===== src/design/arf_pkg.sv =====
// package: constants for the converter result formatting block
package arf_pkg;
	localparam int RES_W              = 10;
	localparam int BYTE_W             = 8;
	localparam logic [9:0] CODE_GND   = 10'h000;
	localparam logic [9:0] CODE_FULL  = 10'h3FF;
	localparam logic [9:0] DIFF_MIN   = 10'h200;
	localparam logic [9:0] DIFF_MAX   = 10'h1FF;
	localparam logic [9:0] DIFF_ZERO  = 10'h000;
	localparam int SIGN_POS           = 9;
	localparam int HIGH_SIGN_POS_LEFT = 7;
	localparam int HIGH_SIGN_POS_RIGHT = 1;
	localparam logic [9:0] RESULT_RST = 10'h000;
	localparam logic LEFT_ALIGN_RST   = 1'b0;
	localparam logic SHORT_RST        = 1'b0;
	localparam logic FLAG_RST         = 1'b0;
	typedef enum logic [0:0] {
		ARF_SINGLE,
		ARF_DIFF
	} arf_mode_t;
endpackage


===== src/design/arf_result_format.sv =====
// module: converter result capture, single/differential tag, alignment and completion flag
`timescale 1ns/10ps

module arf_result_format
	import arf_pkg::*;
#(
	parameter int RESULT_WIDTH = RES_W
)
(
	input  wire logic              clk,
	input  wire logic              sys_rst,
	input  wire logic              convDone,
	input  wire logic [RES_W-1:0]  convCode,
	input  wire logic              convDiff,
	input  wire logic              leftAlignSelect,
	input  wire logic              ampInputShortSet,
	input  wire logic              doneFlagWriteOne,
	input  wire logic              doneVectorAck,
	output logic      [BYTE_W-1:0] resultLowByte,
	output logic      [BYTE_W-1:0] resultHighByte,
	output logic                   resultSignBit,
	output logic                   conversionDoneFlag,
	output logic                   ampInputShort,
	output logic                   resultIsDiff
);
	// ************************************************************
	// elaboration check
	// ************************************************************
	if (RESULT_WIDTH != RES_W) begin : g_width_check
		$error("arf_result_format: only a 10-bit result is supported");
	end

	// ************************************************************
	// state
	// ************************************************************
	logic [RES_W-1:0] result_r;
	arf_mode_t        mode_r;
	logic             flag_r;
	logic             short_r;
	logic [BYTE_W-1:0] highComb;
	logic [BYTE_W-1:0] lowComb;
	logic [BYTE_W-1:0] high_r;
	logic [BYTE_W-1:0] low_r;
	logic             alignShown_r;

	// captures the code as given; single-ended codes are unsigned and differential ones two's complement
	always_ff @(posedge clk) begin
		if (sys_rst) begin
			result_r <= RESULT_RST;
			mode_r   <= ARF_SINGLE;
		end else if (convDone) begin
			result_r <= convCode;
			mode_r   <= convDiff ? ARF_DIFF : ARF_SINGLE;
		end
	end

	// set wins over both clears
	always_ff @(posedge clk) begin
		if (sys_rst) begin
			flag_r <= FLAG_RST;
		end else if (convDone) begin
			flag_r <= 1'b1;
		end else if (doneFlagWriteOne || doneVectorAck) begin
			flag_r <= 1'b0;
		end
	end

	always_ff @(posedge clk) begin
		if (sys_rst) begin
			short_r <= SHORT_RST;
		end else begin
			short_r <= ampInputShortSet;
		end
	end

	// ************************************************************
	// placement
	// ************************************************************
	arf_byte_placer u_placer (
		.result   (result_r),
		.leftAlign(leftAlignSelect),
		.highByte (highComb),
		.lowByte  (lowComb)
	);

	// bytes are registered; alignment reworks them from the held result each cycle
	always_ff @(posedge clk) begin
		if (sys_rst) begin
			high_r       <= '0;
			low_r        <= '0;
			alignShown_r <= LEFT_ALIGN_RST;
		end else begin
			high_r       <= highComb;
			low_r        <= lowComb;
			alignShown_r <= leftAlignSelect;
		end
	end

	assign resultHighByte     = high_r;
	assign resultLowByte      = low_r;
	// sign follows the placement the bytes were built with, so it never picks a stale bit
	assign resultSignBit      = alignShown_r ? high_r[HIGH_SIGN_POS_LEFT] : high_r[HIGH_SIGN_POS_RIGHT];
	assign conversionDoneFlag = flag_r;
	assign ampInputShort      = short_r;
	assign resultIsDiff       = (mode_r == ARF_DIFF);
endmodule // arf_result_format


===== src/design/arf_byte_placer.sv =====
// module: places a 10-bit result into a high and a low byte
`timescale 1ns/10ps
module arf_byte_placer
	import arf_pkg::*;
(
	input  wire logic [RES_W-1:0]  result,
	input  wire logic              leftAlign,
	output logic      [BYTE_W-1:0] highByte,
	output logic      [BYTE_W-1:0] lowByte
);
	always_comb begin
		if (leftAlign) begin
			highByte = result[9:2];
			lowByte  = {result[1:0], 6'h00};
		end else begin
			highByte = {6'h00, result[9:8]};
			lowByte  = result[7:0];
		end
	end
endmodule // arf_byte_placer


===== config.mk =====
export PLATFORM = sky130hd
export DESIGN_NAME = arf_result_format
export DESIGN_NICKNAME = d
export VERILOG_FILES = /design/src/design/arf_pkg.sv /design/src/design/arf_result_format.sv /design/src/design/arf_byte_placer.sv
export SDC_FILE = /design/constraint.sdc
export NUM_CORES = 1
export LEC_CHECK = 0
export BUFFER_PORTS_ARGS = -buffer_cell sky130_fd_sc_hd__buf_2
export CORE_UTILIZATION = 31
export DETAILED_ROUTE_END_ITERATION = 12
export GPL_TIMING_DRIVEN = 0
export PLACE_DENSITY = 0.51
export SYNTH_ARGS = -nofsm -noshare
export SYNTH_HDL_FRONTEND = slang
export SYNTH_HIERARCHICAL = 1
export SYNTH_SLANG_ARGS = --single-unit

===== constraint.sdc =====
create_clock -name clk -period 1.3 [get_ports clk]
set_clock_uncertainty 0.15 [all_clocks]
set_input_delay 0.195 -clock clk [delete_from_list [all_inputs] [get_ports clk]]
set_output_delay 0.195 -clock clk [all_outputs]
set_load 0.05 [all_outputs]

==> impl_metrics.yaml, run 1 <==
outcome:
  status: "finished with violations"
  violations: "negative setup slack"
cts:
  cts_tree: "done"
  numClockSinks: 30
  clk_path_buf_depth: 2
  cts_setup_buffers: 0
  clk_latency_ns: 0.33
  cts-buffers-inserted: 5
  clock-root-buffer: "clkbuf_4"
  h-tree-depth: 2
  clk_pin_slew_ns: 0.10
synth:
  yosysMostFrequentCell: "dfxtp_1"
  synth_area_per_cell_um2: 11.2
  ys_warn_count: 6
  synth_top_area_share_pct: 55.6
  ys_top_cells_by_count: "30 x dfxtp_1, 21 x nor2b_1, 11 x mux2i_1, 11 x nor2_1, 6 x and2_1"
  yosysTopAreaCell: "dfxtp_1"
  synth.cell_area_um2: 1080
  synthesis.nets: 114
  synth_edf_count: 0
  synth_cell_types: 14
  synthCells: 96
  synth-seq-area-share_pct: 55.6
  synthFlopType: "dfxtp_1"
  ys_top_cells_by_area: "dfxtp_1 56%, nor2b_1 12%, mux2i_1 10%"
  async_flop_share_pct: 0
  ys_seq_elements: 30
grt:
  grt-ovfl-total: 0
  antenna_found_initial: 0
  grt_use_met3_pct: 6.72
  grt.met2_usage_pct: 18.9
  grt_pass1_wl_um: 3100
  grt_pass1_vias: 721
  grt_max_degree: 11
  grt_util_met1_pct: 13.3
  grt_usage_pct: 12.2
  top_usage_layer: "met2"
worst_setup_path:
  cp.buffers_inverters: 1
  required_ns: 0.95
  crit_arrival_ns: 1.11
  worst-path-max-fanout: 1
  path_class: "register to primary output"
  cp_top_family: "flip-flops"
  worstSetupEndpointType: "primary output"
  worstSetupStartpointType: "register"
  crit_slowest_cell: "dfxtp_2"
  critPathMaxStageDelay_ns: 0.33
  path_cells: "mux2_4, buf_8"
floorplan:
  fp.dieH_um: 61.0
  initial_core_util_pct: 32.4
  die_area_um2: 3720
  row_count: 21
  num_io_pins: 38
  core_um2: 3340
  die_w_um: 61.0
sta:
  setup_slack_ns: -0.150
  hold_slack_ns: 0.0192
  rsz0062_at_grt: "true"
  finalSetupViolCount: 1
  worst_pin_slew_ns: 0.394
  timing.fmax_ghz: 0.690
  period_minus_slack_ns: 1.45
  finalMaxSlewViolations: 0
  tns_ns: -0.150
  fin_crit_sh_pct: 112
  max-slew-margin-rel_pct: 73.7
  hold_viol_final: 0
pwr:
  p_switching_w: 0.000474
  pwr-share-clk_pct: 31.3
  vdd_drop_max_uv: 615
  intPower_w: 0.00135
  p_per_area_nw_per_um2: 1170
  totalPowerFinal_w: 0.00183
  power_frac_comb_pct: 15.2
  p_sw_share_pct: 25.9
  p_leak_nw: 0.758
  power.share.sequential_pct: 53.5
placement:
  place_ws_ns: 0.131
  dp_hpwl_um: 1370
  io_buffers: 36
  gp_congestion: 0.680
drt:
  vias_per_cell: 4.06
  wire_per_inst_um: 10.2
  antenna_left: 0
  drc: 0
  drtIter0Drc: 7
  vias: 817
  firstDrtPassIters: 4
  wl_um: 2040
layout:
  syn_to_final_growth_pct: 44.4
  insertedDiodeCount: 0
  nets: 172
  fillers: 356
  drive_gt1_share_pct: 36.8
  utilization_pct: 46.7
worst_hold_path:
  hp-class: "input pin to register"
job:
  drv_cap: 0
==> placed cells by master, fill, tap and decap left out <==
cell	n
nor2_1	11
dfxtp_1	26
clkbuf_4	10
clkbuf_1	2
clkbuf_8	1
or3b_1	1
mux2i_1	11
buf_8	1
a21oi_1	1
nor2b_1	21
and2b_1	3
mux2_4	5
dfxtp_2	4
dlygate4sd3_1	15
and2_1	6
clkinv_2	1
inv_1	1
buf_6	3
buf_2	32
==> final timing paths <==
check,from,endpoint,slack [ns],depth (start not counted)
worst max register to register,conversionDoneFlag$_SDFFE_PP0P_,conversionDoneFlag$_SDFFE_PP0P_,0.27,2
worst min-delay path,sys_rst,resultHighByte[6]$_SDFF_PP0_,0.02,2
worst min register to register,resultIsDiff$_SDFFE_PP0P_,resultIsDiff$_SDFFE_PP0P_,0.36,2
worst max-delay path,alignShown_r$_SDFF_PP0_,resultSignBit,-0.15,2
==> metrics by stage <==
| stage | instances | area [um2] |
|---|---|---|
| after CTS | 201 | 1550 |
| after floorplan | 96 | 1080 |
| after global placement | 178 | 1320 |
| after detailed placement | 178 | 1320 |
| after global routing | 201 | 1560 |
| final | 201 | 1560 |
==> final cells by class <==
| type | count | area (um2) | share of cell area, % |
|---|---|---|---|
| plain buffers | 6 | 47.5 | 3.05 |
| clock buffers | 7 | 55.1 | 3.53 |
| clock inverters | 1 | 5.00 | 0.321 |
| inverters | 1 | 3.75 | 0.241 |
| multi-input cells | 59 | 432 | 27.7 |
| flip-flops and latches | 30 | 606 | 38.8 |
| well taps | 46 | 57.6 | 3.69 |
| repair buffers | 51 | 353 | 22.6 |
==> power by group through the flow <==
stage / Sequential, W / Clock (W) / Combinational, W
floorplan: 0.00107 / 0 / 0.000106
global placement: 0.000997 / 0 / 0.000239
detailed placement: 0.000999 / 0 / 0.000240
CTS: 0.000979 / 0.000601 / 0.000279
global route: 0.000983 / 0.000639 / 0.000301
finish: 0.000978 / 0.000572 / 0.000278
==> per-layer routing <==
metal	vias to the layer above	share of wire [%]	wire length (um)
met5	-	0	0
met4	0	1.8	36
met3	4	6.4	130
met2	27	49	997
met1	366	43	876
li1	420	-	-
==> sequential cells by signal, summed over array words and instances, names as in the netlist <==
register	cells
alignShown_r	1
ampInputShort	1
conversionDoneFlag	1
resultHighByte	8
resultIsDiff	1
resultLowByte	8
result_r	10
==> kinds of logic after synthesis <==
family	after synthesis	synth area share, %
AOI/OAI and AO/OA	1	0.463
buffers and inverters	7	4.75
muxes	16	16.8
and+or+nand+nor	42	22.4
DFF	30	55.6
==> what timing repair did <==
action,in CTS,in global routing
endpoints found under the hold margin,14,0
hold buffers,15,0
setup endpoints to repair,1,6
pin swaps,0,0
gates resized for setup,5,5
Power figures use the tool's default switching activity.
==> run 2, diff against run 1 <==
- PLACE_DENSITY: 0.51 -> not set
- PLACE_DENSITY_LB_ADDON: not set -> 0.2
- RECOVER_POWER: not set -> 100
==> impl_metrics.yaml, run 2 (synthesized netlist as in run 1, its figures left out) <==
outcome:
  status: "finished with violations"
  violations: "negative setup slack"
cts:
  h-tree-depth: 2
  clk_path_buf_depth: 2
  clk_latency_ns: 0.31
  cts-buffers-inserted: 5
  clk_pin_slew_ns: 0.08
  cts_setup_buffers: 0
  clock-root-buffer: "clkbuf_4"
  cts_tree: "done"
  numClockSinks: 30
floorplan:
  fp.dieH_um: 61.0
  die_area_um2: 3720
  die_w_um: 61.0
  core_um2: 3340
  initial_core_util_pct: 32.4
  num_io_pins: 38
  row_count: 21
drt:
  firstDrtPassIters: 2
  vias_per_cell: 4.05
  antenna_left: 0
  wl_um: 2040
  drtIter0Drc: 3
  wire_per_inst_um: 10.2
  drc: 0
  vias: 810
layout:
  largest_reg_flops: 10
  insertedDiodeCount: 0
  regMostFlops: "result_r"
  multiInputGateArea_um2: 417
  layout_common_cells: "27 x dfxtp_1, 26 x buf_2, 21 x nor2b_1, 15 x dlygate4sd3_1"
  nets: 172
  final_common_cell: "dfxtp_1"
  seq_area_um2: 604
  fillers: 348
  utilization_pct: 45.5
  syn_to_final_growth_pct: 40.6
  drive_gt1_share_pct: 31.2
grt:
  grt_usage_pct: 13.1
  grt_pass1_wl_um: 3350
  grt_pass1_vias: 776
  grt_use_met3_pct: 5.67
  grt_max_degree: 11
  grt-ovfl-total: 0
  top_usage_layer: "met2"
  antenna_found_initial: 0
  grt_util_met1_pct: 13.9
  grt.met2_usage_pct: 22.0
pwr:
  p_per_area_nw_per_um2: 1140
  vdd_drop_max_uv: 378
  totalPowerFinal_w: 0.00173
  p_leak_nw: 0.727
sta:
  worst_pin_slew_ns: 0.427
  max-slew-margin-rel_pct: 71.5
  rsz0062_at_grt: "true"
  finalMaxSlewViolations: 0
  timing.fmax_ghz: 0.693
  hold_viol_final: 0
  tns_ns: -0.143
  fin_crit_sh_pct: 111
  setup_slack_ns: -0.143
  period_minus_slack_ns: 1.44
  finalSetupViolCount: 1
worst_setup_path:
  worst-path-max-fanout: 1
  path_cells: "mux2_4, buf_8"
  required_ns: 0.95
  cp_top_family: "flip-flops"
  crit_slowest_cell: "dfxtp_2"
  cp.buffers_inverters: 1
  worstSetupEndpointType: "primary output"
  critPathMaxStageDelay_ns: 0.33
  worstSetupStartpointType: "register"
  path_class: "register to primary output"
  crit_arrival_ns: 1.10
placement:
  dp_hpwl_um: 1360
  place_ws_ns: 0.121
  gp_congestion: 0.663
  io_buffers: 36
job:
  drv_cap: 0
worst_hold_path:
  hp-class: "input pin to register"
run 2: cell count changes in the layout (fill, tap and decap cells not counted), moves of 2 or more:
cell / previous run / this run
and2_0: 0 / 2
and2_1: 6 / 4
buf_2: 32 / 26
clkbuf_1: 2 / 5
clkbuf_2: 0 / 7
clkbuf_4: 10 / 7
mux2_1: 0 / 4
mux2_4: 5 / 1
run 2: layer usage:
layer | vias to the layer above | routed length, um | part of all wire [%]
met5 | - | 0 | 0
met1 | 370 | 873 | 43
li1 | 416 | - | -
met4 | 0 | 26 | 1.3
met3 | 2 | 93 | 4.6
met2 | 22 | 1040 | 51
run 2: path summary, 6_finish.rpt:
path                                        start                         endpoint  slack [ns]  depth (start not counted)
setup reg to reg  conversionDoneFlag$_SDFFE_PP0P_  conversionDoneFlag$_SDFFE_PP0P_        0.27                          2
setup / recovery          alignShown_r$_SDFF_PP0_                    resultSignBit       -0.14                          2
hold reg to reg          result_r[5]$_SDFFE_PP0P_         result_r[5]$_SDFFE_PP0P_        0.36                          2
hold / removal                            sys_rst         result_r[5]$_SDFFE_PP0P_        0.03                          2
run 2: layout make-up:
type                            instances  area share, %
Timing Repair Buffer                   51           22.6
Tap cell                               46           3.79
Multi-Input combinational cell         59           27.5
Buffer                                  6           3.13
Sequential cell                        30           39.8
Clock buffer                            7           2.97
Inverter                                1          0.247
run 2: report_power, final:
group          internal [W]  switching, W
clock              0.000203      0.000279
sequential         0.000959     0.0000182
combinational      0.000122      0.000147
run 2: per-stage QoR:
step	hold slack [ns]	cell area, um2	cells
6_report	0.0268	1520	200
3_3_place_gp	0.258	1320	178
4_1_cts	0.0157	1530	200
2_1_floorplan	0.173	1080	96
5_1_grt	0.0167	1520	200
3_5_place_dp	0.263	1320	178
run 2: repair_timing:
item	4_1_cts	5_1_grt
endpoints found under the hold margin	14	0
setup endpoints to repair	1	3
hold buffers	15	0
resized for setup	5	2
